--- config.mk ---
export PLATFORM = sky130hd
export DESIGN_NAME = bstap_top
export DESIGN_NICKNAME = d
export VERILOG_FILES = /design/src/bstap_pkg.sv /design/src/bstap_sync.sv /design/src/bstap_buf.sv /design/src/bstap_top.sv
export VERILOG_INCLUDE_DIRS = /design/src
export SDC_FILE = /design/constraint.sdc
export NUM_CORES = 1
export LEC_CHECK = 0
export ABC_AREA = 1
export BUFFER_PORTS_ARGS = -buffer_cell sky130_fd_sc_hd__buf_4
export CORE_UTILIZATION = 27
export CTS_BUF_LIST = sky130_fd_sc_hd__clkbuf_16
export CTS_CLUSTER_DIAMETER = 120
export DETAILED_ROUTE_END_ITERATION = 16
export PLACE_DENSITY = 0.42
export SLEW_MARGIN = 20
export SYNTH_ARGS = -nofsm -noshare
export SYNTH_HDL_FRONTEND = slang
export SYNTH_SLANG_ARGS = --single-unit
export TNS_END_PERCENT = 5
--- constraint.sdc ---
create_clock -name clk_i -period 2.35 [get_ports clk_i]
set_clock_uncertainty 0.15 [all_clocks]
set_input_delay 0.1175 -clock clk_i [delete_from_list [all_inputs] [get_ports clk_i]]
set_output_delay 0.1175 -clock clk_i [all_outputs]
set_load 0.01 [all_outputs]
--- src/bstap_consts.svh ---
`ifndef BSTAP_CONSTS_SVH
`define BSTAP_CONSTS_SVH

`define BSTAP_IR_W 5
`define BSTAP_IR_EXTEST 5'h00
`define BSTAP_IR_SAMPLE 5'h01
`define BSTAP_IR_USER_ONE 5'h02
`define BSTAP_IR_USER_TWO 5'h03
`define BSTAP_IR_CFG_RD 5'h04
`define BSTAP_IR_CFG_WR 5'h05
`define BSTAP_IR_INTEST 5'h07
`define BSTAP_IR_USERCODE 5'h08
`define BSTAP_IR_IDCODE 5'h09
`define BSTAP_IR_HIGHZ 5'h0A
`define BSTAP_IR_STARTUP 5'h0C
`define BSTAP_IR_BYPASS 5'h1F
`define BSTAP_IR_CAPTURE 5'h01

`define BSTAP_WORD_W 32
`define BSTAP_WCNT_LAST 5'h1F
`define BSTAP_CELLS_PER_IO 3
`define BSTAP_CELL_IN 0
`define BSTAP_CELL_OUT 1
`define BSTAP_CELL_OE 2
`define BSTAP_ID_LSB 1'h1
`define BSTAP_USERCODE_BLANK 32'hFFFFFFFF
`define BSTAP_ROWS_MIN 9'h010
`define BSTAP_ROWS_MAX 9'h068

`endif

--- src/bstap_pkg.sv ---
package bstap_pkg;

	typedef enum logic [3:0] {
		BSTAP_TLR = 4'h0,
		BSTAP_RTI = 4'h1,
		BSTAP_SEL_DR = 4'h3,
		BSTAP_CAP_DR = 4'h2,
		BSTAP_SH_DR = 4'h6,
		BSTAP_EX1_DR = 4'h7,
		BSTAP_PA_DR = 4'h5,
		BSTAP_EX2_DR = 4'h4,
		BSTAP_UPD_DR = 4'hC,
		BSTAP_SEL_IR = 4'hD,
		BSTAP_CAP_IR = 4'hF,
		BSTAP_SH_IR = 4'hE,
		BSTAP_EX1_IR = 4'hA,
		BSTAP_PA_IR = 4'hB,
		BSTAP_EX2_IR = 4'h9,
		BSTAP_UPD_IR = 4'h8
	} bstap_state_t;

	typedef enum logic [2:0] {
		BSTAP_DR_BYPASS = 3'h0,
		BSTAP_DR_BSR = 3'h1,
		BSTAP_DR_IDCODE = 3'h2,
		BSTAP_DR_USERCODE = 3'h3,
		BSTAP_DR_CFG_RD = 3'h4,
		BSTAP_DR_CFG_WR = 3'h5,
		BSTAP_DR_USER_ONE = 3'h6,
		BSTAP_DR_USER_TWO = 3'h7
	} bstap_dr_sel_t;

endpackage

--- src/bstap_sync.sv ---
`timescale 1ns/10ps
module bstap_sync #(
	parameter int W = 1
) (
	input wire logic clk_i,
	input wire logic nrst_i,
	input wire logic [W-1:0] async_i,
	output logic [W-1:0] sync_o
);
	if (W < 1) begin : g_bad_w
		$error("bstap_sync: W must be at least 1");
	end

	logic [W-1:0] meta_q;
	logic [W-1:0] sync_q;

	for (genvar b = 0; b < W; b++) begin : g_bit
		// First stage feeds only the second stage
		always_ff @(posedge clk_i) begin
			if (!nrst_i) begin
				meta_q[b] <= 1'h0;
				sync_q[b] <= 1'h0;
			end else begin
				meta_q[b] <= async_i[b];
				sync_q[b] <= meta_q[b];
			end
		end
	end

	assign sync_o = sync_q;
endmodule

--- src/bstap_buf.sv ---
`timescale 1ns/10ps
module bstap_buf #(
	parameter int W = 32,
	parameter int DEPTH = 2
) (
	input wire logic clk_i,
	input wire logic nrst_i,
	input wire logic in_valid_i,
	input wire logic [W-1:0] in_data_i,
	output logic in_ready_o,
	output logic out_valid_o,
	output logic [W-1:0] out_data_o,
	input wire logic out_ready_i
);
	localparam int AW = (DEPTH > 2) ? $clog2(DEPTH) : 1;

	if (DEPTH < 2 || (DEPTH & (DEPTH - 1)) != 0 || W < 1) begin : g_bad_cfg
		$error("bstap_buf: DEPTH must be a power of two of at least 2");
	end

	logic [W-1:0] mem_q [DEPTH];
	logic [W-1:0] mem_d [DEPTH];
	logic [AW-1:0] wr_q, wr_d, rd_q, rd_d;
	logic [AW:0] cnt_q, cnt_d;
	logic space_q, space_d;
	logic push, pop;

	assign out_valid_o = (cnt_q != '0);
	assign out_data_o = mem_q[rd_q];
	assign in_ready_o = space_q;

	always_comb begin
		mem_d = mem_q;
		push = in_valid_i & space_q;
		pop = out_valid_o & out_ready_i;
		wr_d = wr_q;
		rd_d = rd_q;
		if (push) begin
			mem_d[wr_q] = in_data_i;
			wr_d = wr_q + AW'(1);
		end
		if (pop) begin
			rd_d = rd_q + AW'(1);
		end
		cnt_d = cnt_q + (AW + 1)'(push) - (AW + 1)'(pop);
		// Registered ready: the producer sees back-pressure from the first cycle the buffer is full
		space_d = (cnt_d != (AW + 1)'(DEPTH));
	end

	always_ff @(posedge clk_i) begin
		if (!nrst_i) begin
			wr_q <= '0;
			rd_q <= '0;
			cnt_q <= '0;
			space_q <= 1'h0;
			for (int i = 0; i < DEPTH; i++) begin
				mem_q[i] <= '0;
			end
		end else begin
			wr_q <= wr_d;
			rd_q <= rd_d;
			cnt_q <= cnt_d;
			space_q <= space_d;
			mem_q <= mem_d;
		end
	end
endmodule

--- src/bstap_top.sv ---
`timescale 1ns/10ps
`include "bstap_consts.svh"
module bstap_top #(
	parameter int N_IO = 8,
	parameter int N_IN = 2,
	parameter logic [3:0] ID_VERSION = 4'h0,
	parameter logic [6:0] ID_FAMILY = 7'h11, // Arbitrary value
	parameter logic [8:0] ID_ROWS = 9'h010,
	parameter logic [10:0] ID_MAKER = 11'h2A5 // Arbitrary value
) (
	input wire logic clk_i,
	input wire logic nrst_i,
	input wire logic tck_i,
	input wire logic tms_i,
	input wire logic tdi_i,
	output logic tdo_o,
	output logic tdo_oe_o,
	input wire logic config_done_i,
	input wire logic startup_clock_source_i,
	input wire logic [`BSTAP_WORD_W-1:0] usercode_i,
	input wire logic cfg_rd_valid_i,
	input wire logic [`BSTAP_WORD_W-1:0] cfg_rd_data_i,
	output logic cfg_rd_ready_o,
	output logic cfg_wr_valid_o,
	output logic [`BSTAP_WORD_W-1:0] cfg_wr_data_o,
	output logic startup_step_o,
	output logic user_select_one_o,
	output logic user_select_two_o,
	output logic user_dr_clock_one_o,
	output logic user_dr_clock_two_o,
	output logic user_tdi_o,
	output logic user_reset_o,
	output logic user_shift_o,
	output logic user_update_o,
	input wire logic user_serial_out_one_i,
	input wire logic user_serial_out_two_i,
	input wire logic [N_IO-1:0] pad_in_i,
	input wire logic [N_IO-1:0] core_out_i,
	input wire logic [N_IO-1:0] core_oe_i,
	output logic [N_IO-1:0] pad_out_o,
	output logic [N_IO-1:0] pad_oe_o,
	output logic [N_IO-1:0] core_in_o,
	input wire logic [N_IN-1:0] inonly_pad_i,
	output logic [N_IN-1:0] inonly_core_o
);
	import bstap_pkg::*;

	localparam int L = `BSTAP_CELLS_PER_IO * N_IO + N_IN;
	localparam int SW = 3 + N_IO + N_IN;
	localparam int WW = `BSTAP_WORD_W;

	if (N_IO < 1 || N_IN < 1) begin : g_bad_io
		$error("bstap_top: N_IO and N_IN must be at least 1");
	end
	if (ID_ROWS < `BSTAP_ROWS_MIN || ID_ROWS > `BSTAP_ROWS_MAX) begin : g_bad_rows
		$error("bstap_top: ID_ROWS outside the family range");
	end

	logic [SW-1:0] sync_s;
	logic tck_s, tms_s, tdi_s, rise, fall;
	logic [N_IO-1:0] pad_s;
	logic [N_IN-1:0] inp_s;

	bstap_sync #(.W(SW)) u_sync (
		.clk_i(clk_i),
		.nrst_i(nrst_i),
		.async_i({inonly_pad_i, pad_in_i, tdi_i, tms_i, tck_i}),
		.sync_o(sync_s)
	);

	assign tck_s = sync_s[0];
	assign tms_s = sync_s[1];
	assign tdi_s = sync_s[2];
	assign pad_s = sync_s[3 +: N_IO];
	assign inp_s = sync_s[3 + N_IO +: N_IN];

	logic rd_valid, rd_pop;
	logic [WW-1:0] rd_data;

	// Readback words wait here so a slow shift-out never drops one
	bstap_buf #(.W(WW), .DEPTH(2)) u_rdbuf (
		.clk_i(clk_i),
		.nrst_i(nrst_i),
		.in_valid_i(cfg_rd_valid_i),
		.in_data_i(cfg_rd_data_i),
		.in_ready_o(cfg_rd_ready_o),
		.out_valid_o(rd_valid),
		.out_data_o(rd_data),
		.out_ready_i(rd_pop)
	);

	function automatic bstap_state_t tap_next(bstap_state_t s, logic m);
		bstap_state_t n;
		case (s)
			BSTAP_TLR: n = m ? BSTAP_TLR : BSTAP_RTI;
			BSTAP_RTI: n = m ? BSTAP_SEL_DR : BSTAP_RTI;
			BSTAP_SEL_DR: n = m ? BSTAP_SEL_IR : BSTAP_CAP_DR;
			BSTAP_CAP_DR: n = m ? BSTAP_EX1_DR : BSTAP_SH_DR;
			BSTAP_SH_DR: n = m ? BSTAP_EX1_DR : BSTAP_SH_DR;
			BSTAP_EX1_DR: n = m ? BSTAP_UPD_DR : BSTAP_PA_DR;
			BSTAP_PA_DR: n = m ? BSTAP_EX2_DR : BSTAP_PA_DR;
			BSTAP_EX2_DR: n = m ? BSTAP_UPD_DR : BSTAP_SH_DR;
			BSTAP_UPD_DR: n = m ? BSTAP_SEL_DR : BSTAP_RTI;
			BSTAP_SEL_IR: n = m ? BSTAP_TLR : BSTAP_CAP_IR;
			BSTAP_CAP_IR: n = m ? BSTAP_EX1_IR : BSTAP_SH_IR;
			BSTAP_SH_IR: n = m ? BSTAP_EX1_IR : BSTAP_SH_IR;
			BSTAP_EX1_IR: n = m ? BSTAP_UPD_IR : BSTAP_PA_IR;
			BSTAP_PA_IR: n = m ? BSTAP_EX2_IR : BSTAP_PA_IR;
			BSTAP_EX2_IR: n = m ? BSTAP_UPD_IR : BSTAP_SH_IR;
			BSTAP_UPD_IR: n = m ? BSTAP_SEL_DR : BSTAP_RTI;
			default: n = BSTAP_TLR;
		endcase
		return n;
	endfunction

	function automatic bstap_dr_sel_t dr_decode(logic [`BSTAP_IR_W-1:0] ir, logic done);
		bstap_dr_sel_t s;
		case (ir)
			`BSTAP_IR_EXTEST, `BSTAP_IR_SAMPLE, `BSTAP_IR_INTEST: s = BSTAP_DR_BSR;
			`BSTAP_IR_USER_ONE: s = done ? BSTAP_DR_USER_ONE : BSTAP_DR_BYPASS;
			`BSTAP_IR_USER_TWO: s = done ? BSTAP_DR_USER_TWO : BSTAP_DR_BYPASS;
			`BSTAP_IR_CFG_RD: s = BSTAP_DR_CFG_RD;
			`BSTAP_IR_CFG_WR: s = BSTAP_DR_CFG_WR;
			`BSTAP_IR_USERCODE: s = BSTAP_DR_USERCODE;
			`BSTAP_IR_IDCODE: s = BSTAP_DR_IDCODE;
			default: s = BSTAP_DR_BYPASS;
		endcase
		return s;
	endfunction

	// Controller and instruction register
	bstap_state_t state_q, state_d;
	logic [`BSTAP_IR_W-1:0] ir_q, ir_d, ir_sh_q, ir_sh_d;
	logic tck_prev_q;
	bstap_dr_sel_t dr_sel;

	assign rise = tck_s & ~tck_prev_q;
	assign fall = ~tck_s & tck_prev_q;
	assign dr_sel = dr_decode(ir_q, config_done_i);

	always_comb begin
		state_d = state_q;
		ir_d = ir_q;
		ir_sh_d = ir_sh_q;
		if (rise) begin
			state_d = tap_next(state_q, tms_s);
			case (state_q)
				BSTAP_TLR: ir_d = `BSTAP_IR_IDCODE;
				BSTAP_CAP_IR: ir_sh_d = `BSTAP_IR_CAPTURE;
				BSTAP_SH_IR: ir_sh_d = {tdi_s, ir_sh_q[`BSTAP_IR_W-1:1]};
				BSTAP_UPD_IR: ir_d = ir_sh_q;
				default: ;
			endcase
		end
	end

	always_ff @(posedge clk_i) begin
		if (!nrst_i) begin
			state_q <= BSTAP_TLR;
			ir_q <= `BSTAP_IR_IDCODE;
			ir_sh_q <= `BSTAP_IR_CAPTURE;
			tck_prev_q <= 1'h0;
		end else begin
			state_q <= state_d;
			ir_q <= ir_d;
			ir_sh_q <= ir_sh_d;
			tck_prev_q <= tck_s;
		end
	end

	// Data registers
	logic [L-1:0] bsr_q, bsr_d, bsu_q, bsu_d;
	logic [WW-1:0] w32_q, w32_d, wr_data_q, wr_data_d;
	logic byp_q, byp_d, wr_valid_q, wr_valid_d;
	logic [4:0] wcnt_q, wcnt_d;
	logic [WW-1:0] id_word;
	logic [N_IO-1:0] bsu_in, bsu_out, bsu_oe;

	assign id_word = {ID_VERSION, ID_FAMILY, ID_ROWS, ID_MAKER, `BSTAP_ID_LSB};

	for (genvar i = 0; i < N_IO; i++) begin : g_cell
		assign bsu_in[i] = bsu_q[`BSTAP_CELLS_PER_IO * i + `BSTAP_CELL_IN];
		assign bsu_out[i] = bsu_q[`BSTAP_CELLS_PER_IO * i + `BSTAP_CELL_OUT];
		assign bsu_oe[i] = bsu_q[`BSTAP_CELLS_PER_IO * i + `BSTAP_CELL_OE];
	end

	always_comb begin
		bsr_d = bsr_q;
		bsu_d = bsu_q;
		w32_d = w32_q;
		byp_d = byp_q;
		wcnt_d = wcnt_q;
		wr_valid_d = 1'h0;
		wr_data_d = wr_data_q;
		rd_pop = 1'h0;
		if (rise) begin
			case (state_q)
				BSTAP_CAP_DR: begin
					case (dr_sel)
						BSTAP_DR_BSR: begin
							// Each bidirectional block captures pad, core output and enable; input-only pins take one cell each
							for (int i = 0; i < N_IO; i++) begin
								bsr_d[`BSTAP_CELLS_PER_IO * i + `BSTAP_CELL_IN] = pad_s[i];
								bsr_d[`BSTAP_CELLS_PER_IO * i + `BSTAP_CELL_OUT] = core_out_i[i];
								bsr_d[`BSTAP_CELLS_PER_IO * i + `BSTAP_CELL_OE] = core_oe_i[i];
							end
							bsr_d[`BSTAP_CELLS_PER_IO * N_IO +: N_IN] = inp_s;
						end
						BSTAP_DR_IDCODE: w32_d = id_word;
						BSTAP_DR_USERCODE: w32_d = config_done_i ? usercode_i : `BSTAP_USERCODE_BLANK;
						BSTAP_DR_CFG_RD: begin
							w32_d = rd_valid ? rd_data : '0;
							rd_pop = rd_valid;
							wcnt_d = '0;
						end
						BSTAP_DR_CFG_WR: wcnt_d = '0;
						default: byp_d = 1'h0;
					endcase
				end
				BSTAP_SH_DR: begin
					if (dr_sel == BSTAP_DR_BSR) begin
						bsr_d = {tdi_s, bsr_q[L-1:1]};
					end
					w32_d = {tdi_s, w32_q[WW-1:1]};
					byp_d = tdi_s;
					wcnt_d = wcnt_q + 5'h01;
					if (wcnt_q == `BSTAP_WCNT_LAST) begin
						if (dr_sel == BSTAP_DR_CFG_WR) begin
							wr_valid_d = 1'h1;
							wr_data_d = {tdi_s, w32_q[WW-1:1]};
						end
						if (dr_sel == BSTAP_DR_CFG_RD) begin
							// Empty buffer reads as zeros rather than stalling the tester
							w32_d = rd_valid ? rd_data : '0;
							rd_pop = rd_valid;
						end
					end
				end
				BSTAP_UPD_DR: begin
					if (dr_sel == BSTAP_DR_BSR) begin
						bsu_d = bsr_q;
					end
				end
				default: ;
			endcase
		end
	end

	always_ff @(posedge clk_i) begin
		if (!nrst_i) begin
			bsr_q <= '0;
			bsu_q <= '0;
			w32_q <= '0;
			byp_q <= 1'h0;
			wcnt_q <= '0;
			wr_valid_q <= 1'h0;
			wr_data_q <= '0;
		end else begin
			bsr_q <= bsr_d;
			bsu_q <= bsu_d;
			w32_q <= w32_d;
			byp_q <= byp_d;
			wcnt_q <= wcnt_d;
			wr_valid_q <= wr_valid_d;
			wr_data_q <= wr_data_d;
		end
	end

	assign cfg_wr_valid_o = wr_valid_q;
	assign cfg_wr_data_o = wr_data_q;

	// Pins, test data out and user-chain strobes
	logic tdo_q, tdo_d, tdo_oe_q, tdo_oe_d;
	logic [N_IO-1:0] pad_out_q, pad_out_d, pad_oe_q, pad_oe_d, core_in_q, core_in_d;
	logic [N_IN-1:0] inonly_q, inonly_d;
	logic [8:0] usr_q, usr_d;
	logic ext, intest, dr_act;

	assign ext = (ir_q == `BSTAP_IR_EXTEST) || (ir_q == `BSTAP_IR_INTEST);
	assign intest = (ir_q == `BSTAP_IR_INTEST);
	assign dr_act = (state_q == BSTAP_CAP_DR) || (state_q == BSTAP_SH_DR);

	always_comb begin
		tdo_d = tdo_q;
		tdo_oe_d = tdo_oe_q;
		if (fall) begin
			tdo_oe_d = (state_q == BSTAP_SH_DR) || (state_q == BSTAP_SH_IR);
			if (state_q == BSTAP_SH_IR) begin
				tdo_d = ir_sh_q[0];
			end else if (state_q == BSTAP_SH_DR) begin
				case (dr_sel)
					BSTAP_DR_BSR: tdo_d = bsr_q[0];
					BSTAP_DR_IDCODE, BSTAP_DR_USERCODE: tdo_d = w32_q[0];
					BSTAP_DR_CFG_RD, BSTAP_DR_CFG_WR: tdo_d = w32_q[0];
					BSTAP_DR_USER_ONE: tdo_d = user_serial_out_one_i;
					BSTAP_DR_USER_TWO: tdo_d = user_serial_out_two_i;
					default: tdo_d = byp_q;
				endcase
			end
		end
		pad_out_d = ext ? bsu_out : core_out_i;
		pad_oe_d = (ir_q == `BSTAP_IR_HIGHZ) ? '0 : (ext ? bsu_oe : core_oe_i);
		core_in_d = intest ? bsu_in : pad_s;
		inonly_d = intest ? bsu_q[`BSTAP_CELLS_PER_IO * N_IO +: N_IN] : inp_s;
		// Select one, two, clock one, two, data in, reset, shift, update, start-up step
		usr_d[0] = (dr_sel == BSTAP_DR_USER_ONE);
		usr_d[1] = (dr_sel == BSTAP_DR_USER_TWO);
		usr_d[2] = usr_d[0] & dr_act & tck_s;
		usr_d[3] = usr_d[1] & dr_act & tck_s;
		usr_d[4] = tdi_s;
		usr_d[5] = (state_q == BSTAP_TLR);
		usr_d[6] = (state_q == BSTAP_SH_DR);
		usr_d[7] = (state_q == BSTAP_UPD_DR);
		usr_d[8] = rise & (ir_q == `BSTAP_IR_STARTUP) & (state_q == BSTAP_RTI)
			& startup_clock_source_i;
	end

	always_ff @(posedge clk_i) begin
		if (!nrst_i) begin
			tdo_q <= 1'h0;
			tdo_oe_q <= 1'h0;
			pad_out_q <= '0;
			pad_oe_q <= '0;
			core_in_q <= '0;
			inonly_q <= '0;
			usr_q <= '0;
		end else begin
			tdo_q <= tdo_d;
			tdo_oe_q <= tdo_oe_d;
			pad_out_q <= pad_out_d;
			pad_oe_q <= pad_oe_d;
			core_in_q <= core_in_d;
			inonly_q <= inonly_d;
			usr_q <= usr_d;
		end
	end

	assign tdo_o = tdo_q;
	assign tdo_oe_o = tdo_oe_q;
	assign pad_out_o = pad_out_q;
	assign pad_oe_o = pad_oe_q;
	assign core_in_o = core_in_q;
	assign inonly_core_o = inonly_q;
	assign user_select_one_o = usr_q[0];
	assign user_select_two_o = usr_q[1];
	assign user_dr_clock_one_o = usr_q[2];
	assign user_dr_clock_two_o = usr_q[3];
	assign user_tdi_o = usr_q[4];
	assign user_reset_o = usr_q[5];
	assign user_shift_o = usr_q[6];
	assign user_update_o = usr_q[7];
	assign startup_step_o = usr_q[8];
endmodule

==> results of run 1 <==
layout by cell type (no fill, tap or decap), types with 5 or more instances in the layout:
cell,n
nor2_4,7
clkinv_2,11
inv_2,9
nand4_1,9
inv_1,171
buf_4,209
dlygate4sd3_1,92
o21ai_1,37
a31oi_1,27
dfxtp_1,268
nand3_1,17
bufinv_16,6
clkinv_1,5
nand2_1,306
nor2_1,285
o21ai_0,217
a21oi_1,185
nor3_1,7
a211oi_1,10
buf_12,6
clkbuf_16,39
timing repair:
item	4_1_cts	5_1_grt
gates resized for setup	0	14
setup buffers	0	1
setup endpoints to repair	0	51
hold endpoints to repair	164	0
hold buffers	92	0
cells by family after synthesis:
group                      Yosys count  synth area share [%]
adders and majority gates            4                 0.426
xor gates and xnor gates             2                 0.149
buffers and inverters              290                  10.1
and+or+nand+nor                    643                  21.8
DFF                                270                  46.1
AOI/OAI and AO/OA                  486                  21.5
cell usage after synthesis:
cell type  number
nor2_2          1
nand3_1        17
inv_2           7
a21oi_1       185
nor2_1        288
buf_6           2
o21ai_0       218
or2_0           1
clkinv_1        2
buf_1          13
nand2_1       308
nand2_2         1
buf_4          10
o21ai_1        36
a32o_1          1
nor2_4          7
clkbuf_1       53
dfxtp_1       270
xnor2_1         2
nand3b_1        1
buf_2          34
a21oi_2         1
nor3_1          7
nand3_2         1
nand4_2         1
o2111ai_1       1
nand4_1         9
o21a_1          1
a211oi_1       10
a31oi_1        27
o211ai_1        4
nand3_4         1
a31o_2          1
a22oi_1         1
ha_1            4
inv_1         169
per-layer routing:
| metal | track usage [%] | vias to the layer above | wire (µm) |
|---|---|---|---|
| li1 | - | 5941 | - |
| met1 | 23.2 | 5154 | 18400 |
| met2 | 26.9 | 257 | 16900 |
| met3 | 2.56 | 49 | 1600 |
| met4 | 5.67 | 0 | 864 |
| met5 | 0 | - | 0 |
layout make-up:
class | instances | area, µm² | area share (%)
inverters | 178 | 668 | 4.21
clock inverters | 25 | 270 | 1.70
repair buffers | 311 | 2680 | 16.9
multi-input cells | 1135 | 5190 | 32.7
flip-flops and latches | 270 | 5410 | 34.1
clock buffers | 37 | 926 | 5.83
well taps | 585 | 732 | 4.61
registers in the layout (all words and copies together) (netlist names), 8 cells and up:
| name | count |
|---|---|
| u_rdbuf.mem_q | 64 |
| cfg_wr_data_o | 32 |
| w32_q | 32 |
| bsr_q | 26 |
| bsu_q | 26 |
| u_sync.meta_q | 13 |
| u_sync.sync_o | 13 |
| usr_q | 9 |
| core_in_o | 8 |
| pad_oe_o | 8 |
| pad_out_o | 8 |
worst max-delay path, cell delays in order (launching register included):
cell	delay, ns
dfxtp_2	0.35
ha_4	0.14
nand2_2	0.06
nor2_2	0.11
ha_2	0.17
inv_2	0.04
nor2_4	0.09
nor2_1	0.05
nor2_1	0.10
nand2_1	0.07
inv_1	0.06
ha_1	0.22
inv_1	0.06
ha_2	0.26
nand2_2	0.07
o21ai_1	0.06
final timing paths:
kind | from | cells after the start | endpoint
max | wcnt_q[0]$_SDFFE_PN0P_ | 15 | u_rdbuf.in_ready_o$_SDFF_PN0_
max reg2reg | wcnt_q[0]$_SDFFE_PN0P_ | 15 | u_rdbuf.in_ready_o$_SDFF_PN0_
min | usercode_i[24] | 9 | w32_q[24]$_SDFFE_PN0P_
min reg2reg | u_sync.meta_q[7]$_SDFF_PN0_ | 2 | u_sync.sync_o[7]$_SDFF_PN0_
per-stage QoR:
step | area, µm² | hold WS, ns | TNS (ns) | utilization [%]
finish | 15900 | 0.0304 | 0 | 36.9
global route | 15900 | 0.0611 | -0.00999 | 36.9
CTS | 15800 | 0.00132 | 0 | 36.7
detailed placement | 13700 | 0.157 | 0 | 31.8
global placement | 13700 | 0.155 | 0 | 31.8
floorplan | 11700 | 0.0651 | 0 | -
power breakdown:
group          switching [mW]  internal (mW)  leakage, nW
clock                    2.07           3.50        0.610
sequential             0.0593           4.73         2.20
combinational           0.524          0.426         4.11
total                    2.66           8.65         6.92
==> metrics.cfg, run 1 <==
[timing]
clock.fmax_mhz = 461
finalCritPeriodShare_pct = 92.3
layout_min_cycle_time_ns = 2.17
slew_headroom_pct = 63.5
worstMarginPinSlew_ns = 0.547
setup_ws_ns = 0.181
slew_viol_final = 0
finalHoldViolations = 0
finalSetupViolations = 0

[grt]
grt_pass1_vias = 10700
grt-ovfl-total = 0
grt_max_degree = 65
antenna_found_initial = 0
grt_pass1_wl_um = 59300
grtUsageTotal_pct = 16.9

[logic_synthesis]
synthTopCellsByArea = dfxtp_1, nand2_1, o21ai_0, nor2_1, a21oi_1
syn-cell-area_um2 = 11700
synth_top_area_share_pct = 46.1
synth_warnings = 0
synth_cells = 1695
synth-seq-cells = 270
yosys.area.top_type = dfxtp_1
syn_avg_cell_area_um2 = 6.92
synth_nets = 1799
ys_types = 36
ys_seq_area_share_pct = 46.1

[worst_setup_path]
critPathKind = reg -> reg
cp-end-kind = flop
start_kind = flop
regToRegSetupSlack_ns = 0.18
crit_fanout = 2
critPathRequiredTime_ns = 2.61
crit_arrival_ns = 2.43

[power_and_ir_drop]
power_mw = 11.3
irDropWorstVdd_mv = 0.360
p_leak_nw = 6.92
power_density_nw_per_um2 = 713

[floorplan]
std_cell_rows = 76
die_x_um = 211
start_util_pct = 27.3
io_pins = 171
design.core.area_um2 = 43000
dieArea_um2 = 44300
die_y_um = 211

[place]
dp_hpwl_um = 25100
port_buffers = 170
post-place-ws_ns = 0.0951
placed_cells = 2384
gp_congestion = 0.882

[final_layout]
diodes = 0
num-fill-cells = 4661
layoutNonFillerInstCount = 2541
area_growth_pct = 35.2
fin_nets = 2035
drive_gt1_share_pct = 15.7

[clocking]
clkTransAtPathRegs_ns = 0.05
numCtsBuffers = 35
cts_max_path_buffers = 3
worstSkewPairLatency_ns = 0.54
cts_tree = built
cts_root_buf = clkbuf_16
htreeDepth = 2
clock-sinks = 270

[detailed_routing]
vias = 11400
drc = 0
ant_nets = 0
viasPerCell = 4.49
totalWireLength_um = 37700
first_pass_iters = 5
wl_per_cell_um = 14.8
drt_iter0_markers = 561

[worst_hold_path]
worst_hold_path_type = in -> reg

[outcome]
status = complete, no violations

[run]
maxCapViolCount = 0

Note: power is estimated with default switching activity, not from simulation.
==> inputs of run 2 (changes only) <==
CORE_MARGIN = 4   (was not set)
CORE_UTILIZATION = 40   (was 27)
PLACE_DENSITY = 0.59   (was 0.42)
==> run 2 against run 1 <==
Non-clock buffer count fell by 9. Clock-buffer cell count shrank 8. Global-route usage grew 3.2 points. Critical path depth stayed put. Die area fell by 27%. Wire length shrank 12%. Via count fell by 0.84%. Total power shrank 11%. Sequential share of layout area is 1.4 points higher. Register-to-register slack worse by 0.11 ns. Fmax fell by 4.7%. Clock power decreased by 23%. Largest cell class unchanged. Highest routed layer is now met5.
==> metrics.cfg, run 2 (synthesis results as in run 1) <==
[detailed_routing]
wl_met2_um = 14900  ; -12%
wl_per_cell_um = 14.3  ; -3.8%
highest_layer = met5
first_pass_iters = 5  ; unchanged
totalWireLength_um = 33200  ; -12%
vias = 11300  ; -0.84%
wl_met3_um = 1930  ; +20%
ant_nets = 0  ; unchanged
drt_iter0_markers = 803  ; +43%
viasPerCell = 4.87  ; +8.5%
drc = 0  ; unchanged
drt-met1-wl_um = 15800  ; -14%

[clocking]
cts_max_path_buffers = 3  ; unchanged
clock-sinks = 270  ; unchanged
cts_tree = built
htreeDepth = 1  ; -1
worstSkewPairLatency_ns = 0.55  ; about the same
clkTransAtPathRegs_ns = 0.06  ; about the same
numCtsBuffers = 29  ; -17%
cts_root_buf = clkbuf_16

[grt]
grt_max_degree = 212  ; +230%
grt-ovfl-total = 0  ; unchanged
grt_pass1_vias = 10300  ; -3.3%
antenna_found_initial = 1  ; +1
grt_pass1_wl_um = 53300  ; -10%
grtUsageTotal_pct = 20.1  ; +3.2 points

[place]
dp_hpwl_um = 21500  ; -14%
gp_congestion = 0.847  ; -4.0%
post-place-ws_ns = 0.0848  ; -0.0103 ns
placed_cells = 2174  ; -8.8%
port_buffers = 170  ; unchanged

[worst_setup_path]
crit_fanout = 3  ; +1
r2r_cells = 15  ; unchanged
critPathKind = reg -> reg
timing.rr.end = u_rdbuf.in_ready_o$_SDFF_PN0_
start_kind = flop
crit_arrival_ns = 2.54  ; +0.11 ns
critPathRequiredTime_ns = 2.61  ; about the same
reg2reg_from = wcnt_q[1]$_SDFFE_PN0P_
cp-end-kind = flop
regToRegSetupSlack_ns = 0.07  ; -0.11 ns

[timing]
finalHoldViolations = 0  ; unchanged
finalCritPeriodShare_pct = 96.9  ; +4.6 points
slew_viol_final = 0  ; unchanged
clock.fmax_mhz = 439  ; -4.7%
worstMarginPinSlew_ns = 0.761  ; +0.214 ns
setup_ws_ns = 0.0730  ; -0.108 ns
finalSetupViolations = 0  ; unchanged
slew_headroom_pct = 49.3  ; -14 points
layout_min_cycle_time_ns = 2.28  ; +0.108 ns
fin_setup_tns_ns = 0  ; unchanged

[final_layout]
layout_commonest_cell = nand2_1
diodes = 0  ; unchanged
drive_gt1_share_pct = 14.4  ; -1.4 points
layoutNonFillerInstCount = 2322  ; -8.6%
largest-register = u_rdbuf.mem_q
num-fill-cells = 2899  ; -38%
area.sequential_um2 = 5410  ; about the same
final_cell_mix = nand2_1, nor2_1, dfxtp_1
fin_nets = 2020  ; -0.74%
multi_input_area_um2 = 5190  ; about the same
area_growth_pct = 29.9
largest_reg_flops = 64  ; unchanged

[worst_hold_path]
worst_hold_path_type = in -> reg
min_from = usercode_i[12]
whs_endpoint = w32_q[12]$_SDFFE_PN0P_
worstHoldPathCells = 9  ; unchanged

[floorplan]
dieArea_um2 = 32100  ; -27%
start_util_pct = 40.7  ; +13 points
die_x_um = 179  ; -15%
std_cell_rows = 62  ; -18%
die_y_um = 179  ; -15%
design.core.area_um2 = 28900  ; -33%
io_pins = 171  ; unchanged

[outcome]
status = complete, no violations

[power_and_ir_drop]
irDropWorstVdd_mv = 0.496  ; +38%
p_leak_nw = 6.73  ; -2.7%
power_density_nw_per_um2 = 657  ; -7.8%

[run]
maxCapViolCount = 0  ; unchanged

run 2: cell count changes in the layout (fill, tap and decap cells not counted), moves of 3 or more:
cell / previous run / this run
clkinv_1: 5 / 10
clkinv_2: 11 / 5
buf_12: 6 / 9
buf_4: 209 / 199
bufinv_16: 6 / 2
clkbuf_16: 39 / 29
run 2: worst max path at each step:
stage	startpoint	endpoint	slack, ns
4_1_cts	wcnt_q[1]$_SDFFE_PN0P_	u_rdbuf.in_ready_o$_SDFF_PN0_	0.05
2_1_floorplan	wcnt_q[0]$_SDFFE_PN0P_	u_rdbuf.in_ready_o$_SDFF_PN0_	0.11
3_3_place_gp	wcnt_q[0]$_SDFFE_PN0P_	u_rdbuf.in_ready_o$_SDFF_PN0_	0.11
5_1_grt	wcnt_q[1]$_SDFFE_PN0P_	u_rdbuf.cnt_q[1]$_SDFF_PN0_	-0.09
6_report	wcnt_q[1]$_SDFFE_PN0P_	u_rdbuf.in_ready_o$_SDFF_PN0_	0.07
3_5_place_dp	wcnt_q[1]$_SDFFE_PN0P_	u_rdbuf.in_ready_o$_SDFF_PN0_	0.08
run 2: final cells by class:
cell class	instances	share of cell area, %
clock buffers	29	4.76
clock inverters	24	1.06
inverters	178	4.38
multi-input cells	1135	34.0
flip-flops and latches	270	35.5
well taps	384	3.15
repair buffers	302	17.1
run 2: per-stage QoR:
| step | hold slack [ns] | power, mW | util (%) | area, µm² |
|---|---|---|---|---|
| final | 0.0103 | 10.0 | 52.9 | 15300 |
| after CTS | 0.00532 | 10.1 | 52.7 | 15200 |
| after global placement | 0.153 | 5.67 | 46.3 | 13400 |
| after global routing | 0.0568 | 10.4 | 52.9 | 15300 |
| after floorplan | 0.0651 | 5.32 | - | 11700 |
| after detailed placement | 0.154 | 5.68 | 46.3 | 13400 |
run 2: timing repair:
item,in CTS,in global routing
hold buffers,94,0
resized for setup,0,13
buffers inserted,0,1
endpoints found under the hold margin,143,0
setup endpoints to repair,0,9
run 2: where the power goes:
group	total, mW	internal [mW]	switching [mW]
logic	0.930	0.421	0.508
clock network	4.31	2.45	1.87
registers	4.78	4.73	0.0571
total	10.0	7.59	2.43
run 2: layer usage:
layer	up-vias	track usage, %
met5	-	0
met4	2	4.03
met3	33	2.99
met2	297	32.1
met1	5085	29.0
li1	5888	-
run 2: critical path, cell delays in order (launching register included):
cell and delay [ns]:
dfxtp_4 0.37, ha_4 0.14, nand2_2 0.05, nor2_1 0.13
ha_2 0.19, inv_2 0.05, nor2_4 0.07, nor2_1 0.04
nor2_1 0.14, nand2_1 0.08, inv_1 0.07, ha_1 0.22
inv_1 0.10, ha_4 0.21, nand2_2 0.06, o21ai_1 0.07
==> inputs of run 3 (changes only) <==
RECOVER_POWER = 50   (was not set)
SLEW_MARGIN = not set   (was 20)
==> run 3 against run 2 <==
Sequential power about the same. Sequential cell count unchanged. Worst setup slack improved by 0.0016 ns. Total power decreased by 0.34%. First-iteration DRC count decreased by 5.5%. Fmax about the same. Register-to-register slack about the same. Wire length increased by 0.55%. Final area decreased by 2.0%.
==> metrics.cfg, run 3 (synthesis results as in run 1) <==
[final_layout]
final_cell_mix = nand2_1, nor2_1, dfxtp_1
layout_commonest_cell = nand2_1
area_growth_pct = 27.4
drive_gt1_share_pct = 10.6  ; -3.8 points
fin_nets = 2020  ; unchanged
diodes = 0  ; unchanged
num-fill-cells = 2971  ; +2.5%
largest_reg_flops = 64  ; unchanged
largest-register = u_rdbuf.mem_q

[grt]
grt-ovfl-total = 0  ; unchanged
antenna_found_initial = 1  ; unchanged
grtUsageTotal_pct = 20.1  ; unchanged
grt_max_degree = 212  ; unchanged
grt_pass1_vias = 10300  ; unchanged
grt_pass1_wl_um = 53300  ; unchanged

[detailed_routing]
totalWireLength_um = 33400  ; +0.55%
drc = 0  ; unchanged
ant_nets = 0  ; unchanged
first_pass_iters = 5  ; unchanged
vias = 11300  ; +0.25%
drt_iter0_markers = 759  ; -5.5%
wl_per_cell_um = 14.4  ; +0.55%
viasPerCell = 4.88  ; +0.25%

[timing]
worstMarginPinSlew_ns = 0.772  ; +0.0110 ns
slew_headroom_pct = 48.5  ; -0.74 points
finalHoldViolations = 0  ; unchanged
fin_setup_tns_ns = 0  ; unchanged
finalSetupViolations = 0  ; unchanged
clock.fmax_mhz = 439  ; about the same
layout_min_cycle_time_ns = 2.28  ; -0.00160 ns
setup_ws_ns = 0.0746  ; +0.00160 ns
finalCritPeriodShare_pct = 96.8  ; about the same
slew_viol_final = 0  ; unchanged

[worst_setup_path]
crit_fanout = 3  ; unchanged
start_kind = flop
path_buf_inv = 3  ; unchanged
cp_common_cell = nor2_1
critPathTopFamily = adder cells
path_cells = ha_4, nand2_2, nor2_1, ha_2, inv_2, nor2_4, nor2_1, nor2_1, nand2_1, inv_1, ha_1, inv_1, ha_4, nand2_2, o21ai_1
cp-end-kind = flop
critPathKind = reg -> reg
critPathSlowestCell = dfxtp_4
crit_arrival_ns = 2.53  ; about the same
slowest_delay_ns = 0.37  ; about the same
critPathRequiredTime_ns = 2.61  ; about the same

[place]
dp_hpwl_um = 21500  ; unchanged
gp_congestion = 0.847  ; unchanged
post-place-ws_ns = 0.0848  ; unchanged
port_buffers = 170  ; unchanged

[floorplan]
die_x_um = 179  ; unchanged
io_pins = 171  ; unchanged
die_y_um = 179  ; unchanged
design.core.area_um2 = 28900  ; unchanged
std_cell_rows = 62  ; unchanged
start_util_pct = 40.7  ; unchanged
dieArea_um2 = 32100  ; unchanged

[worst_hold_path]
worst_hold_path_type = in -> reg

[clocking]
numCtsBuffers = 29  ; unchanged
cts_root_buf = clkbuf_16
clock-sinks = 270  ; unchanged
cts_max_path_buffers = 3  ; unchanged
htreeDepth = 1  ; unchanged
clkTransAtPathRegs_ns = 0.06  ; about the same
cts_tree = built
worstSkewPairLatency_ns = 0.55  ; about the same

[power_and_ir_drop]
power_density_nw_per_um2 = 668  ; +1.6%
p_leak_nw = 6.41  ; -4.7%
irDropWorstVdd_mv = 0.493  ; -0.52%

[run]
maxCapViolCount = 0  ; unchanged

[outcome]
status = complete, no violations

==> run 3: changes by cell type in the layout (fill, tap and decap cells not counted), sizes merged <==
cell / before / now
buf: 208 / 130
clkbuf: 29 / 107
==> run 3: area by class of cell <==
| class | instances | area [µm²] | share of cell area, % |
|---|---|---|---|
| Multi-Input combinational cell | 1135 | 5190 | 34.7 |
| Tap cell | 384 | 480 | 3.21 |
| Sequential cell | 270 | 5410 | 36.2 |
| Timing Repair Buffer | 302 | 2320 | 15.5 |
| Clock inverter | 24 | 161 | 1.08 |
| Inverter | 178 | 668 | 4.47 |
| Clock buffer | 29 | 726 | 4.85 |
==> run 3: path summary, 6_finish.rpt <==
| check | startpoint | endpoint | slack (ns) | cells after the start |
|---|---|---|---|---|
| setup / recovery | wcnt_q[1]$_SDFFE_PN0P_ | u_rdbuf.in_ready_o$_SDFF_PN0_ | 0.07 | 15 |
| hold / removal | usercode_i[12] | w32_q[12]$_SDFFE_PN0P_ | 0.01 | 9 |
| setup reg to reg | wcnt_q[1]$_SDFFE_PN0P_ | u_rdbuf.in_ready_o$_SDFF_PN0_ | 0.07 | 15 |
| hold reg to reg | u_sync.meta_q[0]$_SDFF_PN0_ | u_sync.sync_o[0]$_SDFF_PN0_ | 0.26 | 2 |
==> run 3: routing by layer <==
| layer | up-vias | part of all wire [%] | track usage (%) |
|---|---|---|---|
| met1 | 5123 | 48 | 29.0 |
| met2 | 281 | 45 | 32.1 |
| met5 | - | 0.039 | 0 |
| li1 | 5894 | - | - |
| met4 | 2 | 1.7 | 4.03 |
| met3 | 33 | 5.5 | 2.99 |
==> run 3: repair_timing <==
item	CTS	global route
setup endpoints to repair	0	9
hold buffers	94	0
resized for setup	0	13
setup buffers	0	1
endpoints found under the hold margin	143	0
==> run 3: report_power, final <==
group / internal, mW / total, mW / switching [mW] / leakage [nW]
logic: 0.395 / 0.903 / 0.508 / 3.77
registers: 4.73 / 4.78 / 0.0569 / 2.20
clock network: 2.45 / 4.31 / 1.86 / 0.451
total: 7.57 / 9.99 / 2.42 / 6.41
==> run 3: through the flow <==
stage               power (mW)  instance area (µm²)  cells  hold WS (ns)  util, %
floorplan                 5.32                11700   1695        0.0651        -
global placement          5.67                13400   2174         0.153     46.3
detailed placement        5.68                13400   2174         0.154     46.3
CTS                       10.1                15200   2321       0.00532     52.7
global route              10.4                15000   2322        0.0568     51.8
finish                    9.99                15000   2322        0.0131     51.8
==> run 3: worst min-delay path: stages <==
cell,delay (ns)
buf_4,0.07
inv_1,0.03
a21oi_1,0.18
nor2_1,0.07
nand2_1,0.05
nand2_1,0.05
nand2_1,0.05
nand2_1,0.04
inv_1,0.04
